### src/shared/mfll_pkg.sv
// constants, register map and fault codes of the maintenance fault log and lock block
package mfll_pkg;

    // ----------------------------------------------------------------
    // timing
    // ----------------------------------------------------------------
    localparam longint CLK_HZ = 64'd200000000;   // ref_clk rate in hertz
    localparam longint HOUR_S = 64'd3600;        // one hour in seconds
    localparam longint CYCLES_PER_HOUR = CLK_HZ * HOUR_S;
    localparam int HOUR_CNT_W = 40;              // wide enough for one hour of cycles

    // ----------------------------------------------------------------
    // field widths and limits
    // ----------------------------------------------------------------
    localparam int CODE_W = 8;                   // fault code width
    localparam int LOG_DEPTH = 3;                // entries in the fault log
    localparam logic [4:0] HOURS_MAX = 5'h17;    // 23
    localparam logic [15:0] DAYS_MAX = 16'hFFFF; // 65535
    localparam int NUM_PRESETS = 8;              // preset speed slots

    // ----------------------------------------------------------------
    // modes and commands
    // ----------------------------------------------------------------
    localparam logic TMODE_POWER_ON = 1'b0;
    localparam logic TMODE_RUNNING = 1'b1;
    localparam logic [1:0] LOCK_NONE = 2'h0;
    localparam logic [1:0] LOCK_NO_PRESET = 2'h1;
    localparam logic [1:0] LOCK_ONLY_PRESET = 2'h2;
    localparam logic [1:0] LOCK_ONLY_LOCK = 2'h3;
    localparam logic [15:0] KEY_NONE = 16'h0000;
    localparam logic [15:0] RESTORE_50HZ = 16'h047E;  // 1150
    localparam logic [15:0] RESTORE_60HZ = 16'h0488;  // 1160
    localparam logic [15:0] BASE_FREQ_50 = 16'h1388;  // 50.00 Hz in hundredths
    localparam logic [15:0] BASE_FREQ_60 = 16'h1770;  // 60.00 Hz in hundredths
    localparam logic [15:0] PRESET_DEFAULT = 16'h0000;

    // ----------------------------------------------------------------
    // fault codes; values arbitrary, zero marks an empty log entry
    // ----------------------------------------------------------------
    localparam logic [7:0] FAULT_EMPTY = 8'h00;
    localparam logic [7:0] STOPPED_OVERVOLTAGE_FAULT = 8'h01;
    localparam logic [7:0] STOPPED_UNDERVOLTAGE_FAULT = 8'h02;
    localparam logic [7:0] STOPPED_OVERHEAT_FAULT = 8'h03;
    localparam logic [7:0] RUNNING_OVERHEAT_FAULT = 8'h04;

    // ----------------------------------------------------------------
    // register byte offsets
    // ----------------------------------------------------------------
    localparam logic [7:0] OFS_FAULT1 = 8'h00;
    localparam logic [7:0] OFS_FAULT2 = 8'h04;
    localparam logic [7:0] OFS_FAULT3 = 8'h08;
    localparam logic [7:0] OFS_HOURS = 8'h0C;
    localparam logic [7:0] OFS_DAYS = 8'h10;
    localparam logic [7:0] OFS_TIME_MODE = 8'h14;
    localparam logic [7:0] OFS_LOCK = 8'h18;
    localparam logic [7:0] OFS_KEY_CODE = 8'h1C;
    localparam logic [7:0] OFS_KEY_ENTRY = 8'h20;
    localparam logic [7:0] OFS_RESTORE = 8'h24;
    localparam logic [7:0] OFS_STATUS = 8'h28;
    localparam logic [7:0] OFS_BASE_FREQ = 8'h30;
    localparam logic [7:0] OFS_PRESET0 = 8'h40;
    localparam logic [7:0] OFS_PRESET_END = 8'h5C;

    // status bit positions
    localparam int ST_UNLOCKED = 0;
    localparam int ST_REJECTED = 1;
    localparam int ST_VIEW_LO = 2;
    localparam int ST_FAULT_ACTIVE = 4;
    localparam int ST_NONCLEAR = 5;

endpackage

### src/hdl/mfll_top.sv
// fault log, elapsed-time accumulators and parameter lock with ahb-lite registers
//
// The AHB-Lite register port and the placing of the registers were chosen for this implementation.
`timescale 1ns/1ps

module mfll_top #(
    parameter longint CYCLES_PER_HOUR = mfll_pkg::CYCLES_PER_HOUR
) (
    input wire logic ref_clk,
    input wire logic arst_n,
    input wire logic hsel,
    input wire logic [7:0] haddr,
    input wire logic [1:0] htrans,
    input wire logic hwrite,
    input wire logic [2:0] hsize,
    input wire logic [31:0] hwdata,
    input wire logic hready,
    output logic [31:0] hrdata,
    output logic hreadyout,
    output logic hresp,
    input wire logic key_up,
    input wire logic key_down,
    input wire logic key_reset,
    input wire logic log_shown,
    input wire logic fault_pulse,
    input wire logic [7:0] fault_code,
    input wire logic drive_running,
    output logic [7:0] view_entry,
    output logic [1:0] view_index,
    output logic [7:0] active_fault,
    output logic [15:0] base_freq
);

    // ----------------------------------------------------------------
    // keypad pins: synchronise, then catch rising edges of the three keys; log shown is used as a level
    // ----------------------------------------------------------------
    logic [3:0] keys_sync;  // up, down, reset, log shown
    logic [2:0] keys_prev;  // previous synced key levels
    logic up_hit, down_hit, reset_hit, in_log;

    mfll_sync #(.WIDTH(4)) u_key_sync (
        .ref_clk(ref_clk),
        .arst_n(arst_n),
        .async_in({log_shown, key_reset, key_down, key_up}),
        .sync_out(keys_sync)
    );

    assign up_hit = keys_sync[0] & ~keys_prev[0];
    assign down_hit = keys_sync[1] & ~keys_prev[1];
    assign reset_hit = keys_sync[2] & ~keys_prev[2];
    assign in_log = keys_sync[3];

    // edge memory
    always_ff @(posedge ref_clk or negedge arst_n)
    begin
        if (!arst_n)
            keys_prev <= '0;
        else
            keys_prev <= keys_sync[2:0];
    end

    // ----------------------------------------------------------------
    // ahb-lite slave: zero wait states, read data registered
    // ----------------------------------------------------------------
    logic wr_pend, next_wr_pend;       // write data phase pending
    logic [7:0] wr_addr, next_wr_addr; // address of pending write
    logic [31:0] next_hrdata;
    logic addr_ok;
    logic [15:0] wd;                   // low half of write data

    assign addr_ok = hsel & htrans[1] & hready;
    assign hreadyout = 1'b1;  // never stretches a transfer
    assign hresp = 1'b0;      // always okay, unmapped reads give zero
    assign wd = hwdata[15:0];

    // ----------------------------------------------------------------
    // parameter and log state
    // ----------------------------------------------------------------
    logic [7:0] flog [mfll_pkg::LOG_DEPTH];      // entry 0 is newest
    logic [7:0] next_flog [mfll_pkg::LOG_DEPTH];
    logic [15:0] preset [mfll_pkg::NUM_PRESETS];
    logic [15:0] next_preset [mfll_pkg::NUM_PRESETS];
    logic [1:0] next_view_index;
    logic [7:0] next_active_fault;
    logic time_mode, next_time_mode;
    logic [1:0] lock_level, next_lock_level;
    logic [15:0] key_code, next_key_code;
    logic unlocked, next_unlocked;
    logic rejected, next_rejected;
    logic [15:0] next_base_freq;
    logic [mfll_pkg::HOUR_CNT_W-1:0] hour_cnt, next_hour_cnt;
    logic [4:0] hours, next_hours;
    logic [15:0] days, next_days;
    logic nonclear;       // active fault survives a manual reset
    logic is_preset, is_param, key_ok, lock_ok, wr_accept;
    logic [2:0] preset_sel;
    logic counting;

    assign nonclear = (active_fault == mfll_pkg::STOPPED_OVERVOLTAGE_FAULT)
        || (active_fault == mfll_pkg::STOPPED_UNDERVOLTAGE_FAULT)
        || (active_fault == mfll_pkg::STOPPED_OVERHEAT_FAULT)
        || (active_fault == mfll_pkg::RUNNING_OVERHEAT_FAULT);
    assign counting = (time_mode == mfll_pkg::TMODE_POWER_ON) || drive_running;
    assign preset_sel = wr_addr[4:2];

    // ----------------------------------------------------------------
    // write permission: key first, then lock level
    // ----------------------------------------------------------------
    always_comb
    begin
        is_preset = (wr_addr >= mfll_pkg::OFS_PRESET0) && (wr_addr <= mfll_pkg::OFS_PRESET_END);
        is_param = is_preset || (wr_addr == mfll_pkg::OFS_TIME_MODE) || (wr_addr == mfll_pkg::OFS_LOCK)
            || (wr_addr == mfll_pkg::OFS_KEY_CODE) || (wr_addr == mfll_pkg::OFS_RESTORE)
            || (wr_addr == mfll_pkg::OFS_BASE_FREQ);
        key_ok = (key_code == mfll_pkg::KEY_NONE) || unlocked;
        case (lock_level)
            mfll_pkg::LOCK_NONE: lock_ok = 1'b1;
            mfll_pkg::LOCK_NO_PRESET: lock_ok = !is_preset;
            mfll_pkg::LOCK_ONLY_PRESET: lock_ok = is_preset;
            default: lock_ok = (wr_addr == mfll_pkg::OFS_LOCK);
        endcase
        wr_accept = wr_pend && is_param && key_ok && lock_ok;
    end

    // ----------------------------------------------------------------
    // next state of bus, log, parameters and accumulators
    // ----------------------------------------------------------------
    always_comb
    begin
        next_wr_pend = addr_ok & hwrite;
        next_wr_addr = addr_ok ? haddr : wr_addr;
        next_flog = flog;
        next_preset = preset;
        next_view_index = view_index;
        next_active_fault = active_fault;
        next_time_mode = time_mode;
        next_lock_level = lock_level;
        next_key_code = key_code;
        next_unlocked = unlocked;
        next_rejected = rejected;
        next_base_freq = base_freq;
        next_hour_cnt = hour_cnt;
        next_hours = hours;
        next_days = days;
        // read mux, evaluated in the address phase
        next_hrdata = '0;
        if (addr_ok && !hwrite)
        begin
            if (haddr == mfll_pkg::OFS_FAULT1)
                next_hrdata = {24'h000000, flog[0]};
            else if (haddr == mfll_pkg::OFS_FAULT2)
                next_hrdata = {24'h000000, flog[1]};
            else if (haddr == mfll_pkg::OFS_FAULT3)
                next_hrdata = {24'h000000, flog[2]};
            else if (haddr == mfll_pkg::OFS_HOURS)
                next_hrdata = {27'h0000000, hours};
            else if (haddr == mfll_pkg::OFS_DAYS)
                next_hrdata = {16'h0000, days};
            else if (haddr == mfll_pkg::OFS_TIME_MODE)
                next_hrdata = {31'h00000000, time_mode};
            else if (haddr == mfll_pkg::OFS_LOCK)
                next_hrdata = {30'h00000000, lock_level};
            else if (haddr == mfll_pkg::OFS_KEY_CODE)
                next_hrdata = {31'h00000000, key_code != mfll_pkg::KEY_NONE}; // the key itself never reads back
            else if (haddr == mfll_pkg::OFS_STATUS)
                next_hrdata = {26'h0000000, nonclear, active_fault != mfll_pkg::FAULT_EMPTY,
                    view_index, rejected, unlocked};
            else if (haddr == mfll_pkg::OFS_BASE_FREQ)
                next_hrdata = {16'h0000, base_freq};
            else if ((haddr >= mfll_pkg::OFS_PRESET0) && (haddr <= mfll_pkg::OFS_PRESET_END))
                next_hrdata = {16'h0000, preset[haddr[4:2]]};
        end
        // accepted parameter writes; a refused one stores nothing
        if (wr_accept)
        begin
            if (is_preset)
                next_preset[preset_sel] = wd;
            else if (wr_addr == mfll_pkg::OFS_TIME_MODE)
                next_time_mode = wd[0];
            else if (wr_addr == mfll_pkg::OFS_LOCK)
                next_lock_level = wd[1:0];
            else if (wr_addr == mfll_pkg::OFS_KEY_CODE)
                next_key_code = wd;
            else if (wr_addr == mfll_pkg::OFS_BASE_FREQ)
                next_base_freq = wd;
            else if ((wd == mfll_pkg::RESTORE_50HZ) || (wd == mfll_pkg::RESTORE_60HZ))
            begin
                next_base_freq = (wd == mfll_pkg::RESTORE_50HZ) ? mfll_pkg::BASE_FREQ_50 : mfll_pkg::BASE_FREQ_60;
                next_time_mode = mfll_pkg::TMODE_POWER_ON;
                next_lock_level = mfll_pkg::LOCK_NONE;
                for (int i = 0; i < mfll_pkg::NUM_PRESETS; i++)
                    next_preset[i] = mfll_pkg::PRESET_DEFAULT;
            end
        end
        // key entry is always taken; a mismatch locks again
        if (wr_pend && (wr_addr == mfll_pkg::OFS_KEY_ENTRY))
            next_unlocked = (wd == key_code) && (key_code != mfll_pkg::KEY_NONE);
        // sticky refusal flag, write one clears, a new refusal wins
        if (wr_pend && (wr_addr == mfll_pkg::OFS_STATUS) && hwdata[mfll_pkg::ST_REJECTED])
            next_rejected = 1'b0;
        if (wr_pend && is_param && !wr_accept)
            next_rejected = 1'b1;
        // log view stepping
        if (in_log && up_hit)
            next_view_index = (view_index == 2'h0) ? 2'h2 : view_index - 2'h1;
        else if (in_log && down_hit)
            next_view_index = (view_index == 2'h2) ? 2'h0 : view_index + 2'h1;
        // reset key: clears log in log view, otherwise clears a clearable fault
        if (in_log && reset_hit)
        begin
            for (int i = 0; i < mfll_pkg::LOG_DEPTH; i++)
                next_flog[i] = mfll_pkg::FAULT_EMPTY;
        end
        else if (reset_hit && !nonclear)
            next_active_fault = mfll_pkg::FAULT_EMPTY;
        // a new fault pushes the stack down, and wins over a clear
        if (fault_pulse)
        begin
            next_flog[2] = flog[1];
            next_flog[1] = flog[0];
            next_flog[0] = fault_code;
            next_active_fault = fault_code;
        end
        // elapsed time
        if (counting)
        begin
            if (hour_cnt == CYCLES_PER_HOUR[mfll_pkg::HOUR_CNT_W-1:0] - 1'b1)
            begin
                next_hour_cnt = '0;
                if (hours == mfll_pkg::HOURS_MAX)
                begin
                    next_hours = '0;
                    if (days != mfll_pkg::DAYS_MAX)
                        next_days = days + 16'h0001;
                end
                else
                    next_hours = hours + 5'h01;
            end
            else
                next_hour_cnt = hour_cnt + 1'b1;
        end
    end

    // ----------------------------------------------------------------
    // state registers
    // ----------------------------------------------------------------
    always_ff @(posedge ref_clk or negedge arst_n)
    begin
        if (!arst_n)
        begin
            wr_pend <= 1'b0;
            wr_addr <= '0;
            hrdata <= '0;
            for (int i = 0; i < mfll_pkg::LOG_DEPTH; i++)
                flog[i] <= mfll_pkg::FAULT_EMPTY;
            for (int i = 0; i < mfll_pkg::NUM_PRESETS; i++)
                preset[i] <= mfll_pkg::PRESET_DEFAULT;
            view_index <= 2'h0;
            active_fault <= mfll_pkg::FAULT_EMPTY;
            time_mode <= mfll_pkg::TMODE_POWER_ON;
            lock_level <= mfll_pkg::LOCK_NONE;
            key_code <= mfll_pkg::KEY_NONE;
            unlocked <= 1'b0;
            rejected <= 1'b0;
            base_freq <= mfll_pkg::BASE_FREQ_50;
            hour_cnt <= '0;
            hours <= '0;
            days <= '0;
        end
        else
        begin
            wr_pend <= next_wr_pend;
            wr_addr <= next_wr_addr;
            hrdata <= next_hrdata;
            flog <= next_flog;
            preset <= next_preset;
            view_index <= next_view_index;
            active_fault <= next_active_fault;
            time_mode <= next_time_mode;
            lock_level <= next_lock_level;
            key_code <= next_key_code;
            unlocked <= next_unlocked;
            rejected <= next_rejected;
            base_freq <= next_base_freq;
            hour_cnt <= next_hour_cnt;
            hours <= next_hours;
            days <= next_days;
        end
    end

    // displayed entry comes straight from the log flops
    assign view_entry = flog[view_index];
endmodule

### src/hdl/mfll_sync.sv
// two-flop synchroniser for keypad pins
`timescale 1ns/1ps

module mfll_sync #(
    parameter int WIDTH = 1
) (
    input wire logic ref_clk,
    input wire logic arst_n,
    input wire logic [WIDTH-1:0] async_in,
    output logic [WIDTH-1:0] sync_out
);

    logic [WIDTH-1:0] meta;  // first stage, read only by the second stage

    // ----------------------------------------------------------------
    // two stages, nothing else looks at the first one
    // ----------------------------------------------------------------
    always_ff @(posedge ref_clk or negedge arst_n)
    begin
        if (!arst_n)
        begin
            meta <= '0;
            sync_out <= '0;
        end
        else
        begin
            meta <= async_in;
            sync_out <= meta;
        end
    end

endmodule

### config.mk
export PLATFORM = sky130hd
export DESIGN_NAME = mfll_top
export DESIGN_NICKNAME = d
export VERILOG_FILES = /design/src/shared/mfll_pkg.sv /design/src/hdl/mfll_top.sv /design/src/hdl/mfll_sync.sv
export SDC_FILE = /design/constraint.sdc
export NUM_CORES = 1
export LEC_CHECK = 0
export BUFFER_PORTS_ARGS = -buffer_cell sky130_fd_sc_hd__buf_2
export CAP_MARGIN = 10
export CORE_MARGIN = 4
export CORE_UTILIZATION = 62
export CTS_BUF_LIST = sky130_fd_sc_hd__clkbuf_8
export DETAILED_ROUTE_END_ITERATION = 8
export PLACE_DENSITY_LB_ADDON = 0.05
export SYNTH_ARGS = -nofsm -noshare
export SYNTH_HDL_FRONTEND = slang
export SYNTH_SLANG_ARGS = --single-unit
### constraint.sdc
create_clock -name ref_clk -period 4.7 [get_ports ref_clk]
set_input_delay 0.94 -clock ref_clk [delete_from_list [all_inputs] [get_ports ref_clk]]
set_output_delay 0.94 -clock ref_clk [all_outputs]
set_load 0.01 [all_outputs]
* Word level (Yosys, flattened, before mapping)
Cells that the tools add are included.
Storage, ports and cells: register bits after elaboration 312, input port bits 64, output and inout bits 68
Cells by class: add/sub/neg operators 5, magnitude comparators 8, eq/ne operators 39, muxes and demuxes 53, bitwise operators 17, reduce and logical (&&, ||, !) cells 53
Operators by type and width (count):
- $mux 128 | 6
- $mux 16 | 16
- $bwmux 128 | 1
- $eq 8x5->1 const B | 7
- $bmux 16 s3 | 1
- $demux 16 s3 | 1
- $eq 8x6->1 const B | 6
- $mux 24 | 2
- $add 40x1->40 const B | 1
- $eq 40x40->1 const B | 1
- $mux 40 | 1
- $mux 8 | 5
- $eq 16x11->1 const B | 2
- $mux 32 | 1
- $reduce_and 6->1 | 4
- $ne 2x2->1 const B | 10
- $add 16x1->16 const B | 1
- $bmux 8 s2 | 1
- $eq 16x16->1 | 1
- $eq 8x2->1 const B | 2
- $eq 8x3->1 const B | 2
- $eq 8x4->1 const B | 2
- $ge 8x7->1 const B | 2
- $le 8x7->1 const B | 2
- other kinds (32) | 97

* Longest topological paths before layout
depth after elaboration 16, mapped depth 9

* By module
A second synthesis with hierarchy kept.
Second synthesis, totals: cell total of the unflattened synthesis 1221, area total of the unflattened synthesis 14102.3 sq um
Modules (own cells, without submodules):
- mfll_top | instances 1, cells an instance 1213, area an instance 13902.1 sq um, sequential area each 7213.2 sq um
- mfll_sync | instances 1, cells an instance 8, area an instance 200.2 sq um, sequential area each 200.2 sq um

* Worst setup path after synthesis
No wires, ideal clock.
kind input to register, from in haddr[2], to reg hrdata[1], setup time 0.119 ns, data arrival time 2.871 ns, path slack 1.710 ns, stages 7, buffers on the path 3, cells stage by stage buf_2 -> buf_1 -> clkbuf_1 -> mux4_2 -> mux2i_1 -> nor3_1 -> o21a_1
On the way: longest elaborated chain between the ends 16, elaborated cells between the ends (all ways) 29, those cells by class 2 x order compare; 9 x eq/ne; 15 x mux; 1 x bitwise; 2 x reduce/logical
RTL lines:
- start, declared | line mfll_top.sv:12 | input wire logic [7:0] haddr,
- branches (longest 14 deep; another with $ge 8x7->1)
- $mux 16 * | line mfll_top.sv:149 | if (haddr == mfll_pkg::OFS_FAULT1)
- $mux 32 * | line mfll_top.sv:147 | if (addr_ok && !hwrite)
- named net next_hrdata[1] | line mfll_top.sv:67 | logic [31:0] next_hrdata;
- end signal, assigned | line mfll_top.sv:274 | hrdata <= next_hrdata;
- end, declared | line mfll_top.sv:18 | output logic [31:0] hrdata,
Mark *: on every way through the listed nets, which the timed path passes. The select of a mux whose other input is x is not followed. A chain may end at the register's enable or synchronous reset.

* Worst setup path after layout
from reg wr_addr[3], to reg preset[36] (netlist bit)
On the way: longest elaborated chain between the ends 11, elaborated cells between the ends (all ways) 32, those cells by class 4 x order compare; 9 x eq/ne; 5 x mux; 1 x bitwise; 13 x reduce/logical
RTL lines:
- start, declared | line mfll_top.sv:66 | logic [7:0] wr_addr, next_wr_addr;
- start signal, assigned | line mfll_top.sv:273 | wr_addr <= next_wr_addr;
- $ge 8x7->1 / $le 8x7->1 (equally long branches) | line mfll_top.sv:111 | is_preset = (wr_addr >= mfll_pkg::OFS_PRESET0) && (wr_addr <= mfll_pkg::OFS_PRESET_END);
- $logic_and 1x1->1 | line mfll_top.sv:111
- $logic_or 1x1->1 (2 in a row) | line mfll_top.sv:112 | is_param = is_preset || (wr_addr == mfll_pkg::OFS_TIME_MODE) || (wr_addr == mfll_pkg::OFS_LOCK)
- $logic_or 1x1->1 (2 in a row) | line mfll_top.sv:113 | || (wr_addr == mfll_pkg::OFS_KEY_CODE) || (wr_addr == mfll_pkg::OFS_RESTORE)
- $logic_or 1x1->1 | line mfll_top.sv:114 | || (wr_addr == mfll_pkg::OFS_BASE_FREQ);
- $logic_and 1x1->1 (3 in a row) | line mfll_top.sv:122 | wr_accept = wr_pend && is_param && key_ok && lock_ok;
- $reduce_and 6->1 (no line)
- end signal, assigned by index | line mfll_top.sv:257 | preset[i] <= mfll_pkg::PRESET_DEFAULT;
- end signal, assigned | line mfll_top.sv:276 | preset <= next_preset;
- end, declared | line mfll_top.sv:81 | logic [15:0] preset [mfll_pkg::NUM_PRESETS];
Parallel ways exist; a longest one is shown, timed or not.

==> results.py <==
metrics = {
    "status": {
        "status": "completed",
    },
    "timing": {
        "setup_slack_ns": 1.22,
        "skew_ns": 0.0288,
        "fin_setup_tns_ns": 0,
        "drv_slew": 0,
        "finalHoldViolCount": 0,
        "min_period_ns": 3.48,
        "worstMarginPinSlew_ns": 1.19,
        "max_freq_mhz": 288,
        "setup_viol": 0,
        "rsz0062_at_grt": "false",
        "maxSlewHeadroom": 0.207,
        "period_share": 0.740,
        "whs_ns": 0.346,
    },
    "clock_network": {
        "cts_setup_buffers": 0,
        "clock_sinks": 296,
        "cts-root-buf": "clkbuf_8",
        "cts_tree": "yes",
        "hold_buffers": 0,
        "cts_buffers": 50,
        "worstSkewPairLatency_ns": 0.57,
        "h-tree-depth": 2,
        "clockBufferDepth": 3,
        "clk_pin_slew_ns": 0.06,
        "cts_resized": 0,
    },
    "route": {
        "wl_per_cell_um": 22.4,
        "wl_met3_um": 3120,
        "vias": 10600,
        "drc_errors": 0,
        "drt_pass1_iterations": 5,
        "drt-total-wl_um": 36700,
        "ant_nets": 0,
        "met2_length_um": 16500,
        "highest-signal-layer": "met4",
        "drt_iter0_markers": 1091,
        "routed_via_density": 6.49,
        "m1WireLength_um": 15700,
    },
    "final_layout": {
        "antennaDiodeCount": 0,
        "layoutNonFillerInstCount": 1635,
        "syn2layout_area_growth_pct": 11.6,
        "final_util": 0.711,
        "fill_cells": 1605,
        "final_nets": 1386,
        "drive_gt1_frac": 0.207,
        "final_cell_area_um2": 15700,
    },
    "critical_path": {
        "cp.required_ns": 5.18,
        "crit_type": "register to register",
        "cp_max_fo": 23,
        "worstSetupStartpointType": "register",
        "critPathCaptureType": "register",
        "critPathArrivalTime_ns": 3.95,
    },
    "yosys": {
        "ys_seq_area_frac": 0.529,
        "synth_edf_count": 0,
        "synthAdderAreaFrac": 0.00535,
        "synth_simple_gate_area_frac": 0.134,
        "muxShareOfSynthArea": 0.0993,
        "synth.distinct_cells": 64,
        "synth_xor_area_frac": 0.0425,
        "yosys_most_used_dff": "dfrtp_1",
        "yosysWarningCount": 0,
        "syn_area_um2": 14000,
        "synth_top_family_by_area": "compound AO/OA/AOI/OAI gates",
        "async_flop_share": 1.00,
        "synth_area_per_cell_um2": 11.3,
        "synthCells": 1239,
        "ys_ff_latch": 296,
        "synth_compound_area_frac": 0.150,
    },
    "global_routing": {
        "grt_antenna_before_repair": 0,
        "grt_start_max_net_pins": 110,
        "overflow": 0,
        "grt_pass1_wl_um": 58500,
        "grt_pass1_vias": 10800,
        "grt_use_total": 0.298,
    },
    "die": {
        "num_rows": 54,
        "fp.dieW_um": 158,
        "initial_utilization": 0.637,
        "ioPinCount": 132,
        "coreArea_um2": 22000,
        "die_y_um": 158,
        "die_area_um2": 25100,
    },
    "place": {
        "port_buffers": 93,
        "hpwl_um": 24100,
        "postPlaceCellArea_um2": 14600,
        "place.gp.congestion": 0.905,
        "dp.cells": 1544,
        "place_ws_ns": 1.23,
    },
    "job": {
        "cap_violations": 0,
    },
    "pwr": {
        "ir_drop_mv": 0.282,
        "finalPower_mw": 5.62,
        "p_leak_nw": 7.12,
        "powerDensity_nw_per_um2": 359,
    },
    "min_path": {
        "hold_class": "register to register",
    },
}
-- layout by cell type, fill, tap and decap left out, types with 5 or more instances in the layout --
cell type,n
a21oi_1,19
a222oi_1,10
a22o_1,106
and2_1,12
and3_1,14
and4_1,8
buf_2,92
buf_4,20
clkbuf_8,68
conb_1,18
dfrtp_1,291
dfstp_2,5
ha_1,6
inv_1,33
mux2_2,39
mux2i_1,21
mux4_2,33
nand2_1,126
nand2b_1,7
nand3_1,41
nand4_1,25
nor2_1,56
nor2b_1,11
nor3_1,14
nor4_1,14
nor4_2,6
nor4b_1,5
o21ai_0,52
o21ai_1,36
o2bb2ai_1,16
or3_1,5
or4_1,5
xnor2_1,44
xor2_1,24
-- final timing paths --
path,end,depth (start not counted),slack (ns),startpoint
min in group asynchronous,preset[13]$_DFFE_PN0P_,1,0.39,arst_n
setup / recovery,preset[36]$_DFFE_PN0P_,6,1.22,wr_addr[3]$_DFFE_PN0P_
hold reg to reg,u_key_sync.sync_out[1]$_DFF_PN0_,0,0.35,u_key_sync.meta[1]$_DFF_PN0_
hold / removal,u_key_sync.sync_out[1]$_DFF_PN0_,0,0.35,u_key_sync.meta[1]$_DFF_PN0_
setup reg to reg,preset[36]$_DFFE_PN0P_,6,1.22,wr_addr[3]$_DFFE_PN0P_
max in group asynchronous,u_key_sync.sync_out[1]$_DFF_PN0_,2,3.32,arst_n
-- logic make-up (layout without fill, tap and decap cells) --
kind of cell / after synthesis / in the layout
AND/OR/NAND/NOR: 366 / 366
flip-flops: 296 / 296
AO/OA/AOI/OAI: 288 / 288
buffers and inverters: 120 / 220
multiplexers: 93 / 93
XOR/XNOR: 68 / 68
adder cells (fa/ha/maj): 6 / 6
other: 2 / 18
-- flip-flops by register name, indices dropped and copies added (netlist names) --
signal and cells:
active_fault 8, base_freq 16, days 16, flog 24, hour_cnt 40, hours 5, hrdata 16, key_code 16
keys_prev 3, lock_level 2, preset 128, rejected 1, time_mode 1, u_key_sync.meta 4, u_key_sync.sync_out 4, unlocked 1
view_index 2, wr_addr 8, wr_pend 1
-- synthesized netlist by cell type (6+ instances only) --
master / count / area share
nand4_1: 25 / 0.011
buf_4: 18 / 0.0096
mux2_2: 39 / 0.031
mux4_2: 33 / 0.053
xor2_1: 24 / 0.015
buf_1: 10 / 0.0027
inv_1: 15 / 0.0040
o2bb2ai_1: 16 / 0.010
dfrtp_1: 291 / 0.52
and3_1: 14 / 0.0062
buf_2: 13 / 0.0046
a21oi_1: 19 / 0.0068
nand2_1: 126 / 0.034
nand3_1: 41 / 0.015
clkbuf_1: 63 / 0.017
and4_1: 8 / 0.0050
nand2b_1: 7 / 0.0031
nor4_1: 15 / 0.0067
ha_1: 6 / 0.0054
nor2b_1: 11 / 0.0049
a222oi_1: 10 / 0.0071
nor2_1: 56 / 0.015
mux2i_1: 21 / 0.015
nor3_1: 14 / 0.0050
and2_1: 12 / 0.0054
o21ai_1: 39 / 0.014
o21ai_0: 52 / 0.019
xnor2_1: 44 / 0.027
a22o_1: 106 / 0.066
-- power by group --
part / leakage, nW / switching [mW] / internal (mW)
sequential: 4.00 / 0.129 / 2.65
combinational: 2.52 / 0.322 / 0.206
clock: 0.601 / 1.03 / 1.28
-- critical path: stages, from the launching register on --
cell and delay [ns]:
dfrtp_1 0.78, o2111ai_1 0.35, and2_1 0.30, a2111oi_4 0.49
o211ai_1 0.24, or4_1 0.90, o21ai_1 0.32
-- per-layer routing --
layer	track usage	vias to the layer above
met3	0.0603	107
met1	0.430	5291
met4	0.118	0
met5	0	-
met2	0.449	517
li1	-	4700
-- final cells by class --
cell class                      count  area [um2]  share of cell area
Sequential cell                   296        7410               0.474
Inverter                           15        56.3             0.00360
Clock inverter                     23        95.1             0.00608
Clock buffer                       68         936              0.0598
Multi-Input combinational cell    839        6150               0.393
Tap cell                          280         350              0.0224
Timing Repair Buffer              114         646              0.0413
No activity file was read; power rests on OpenSTA's default activity.
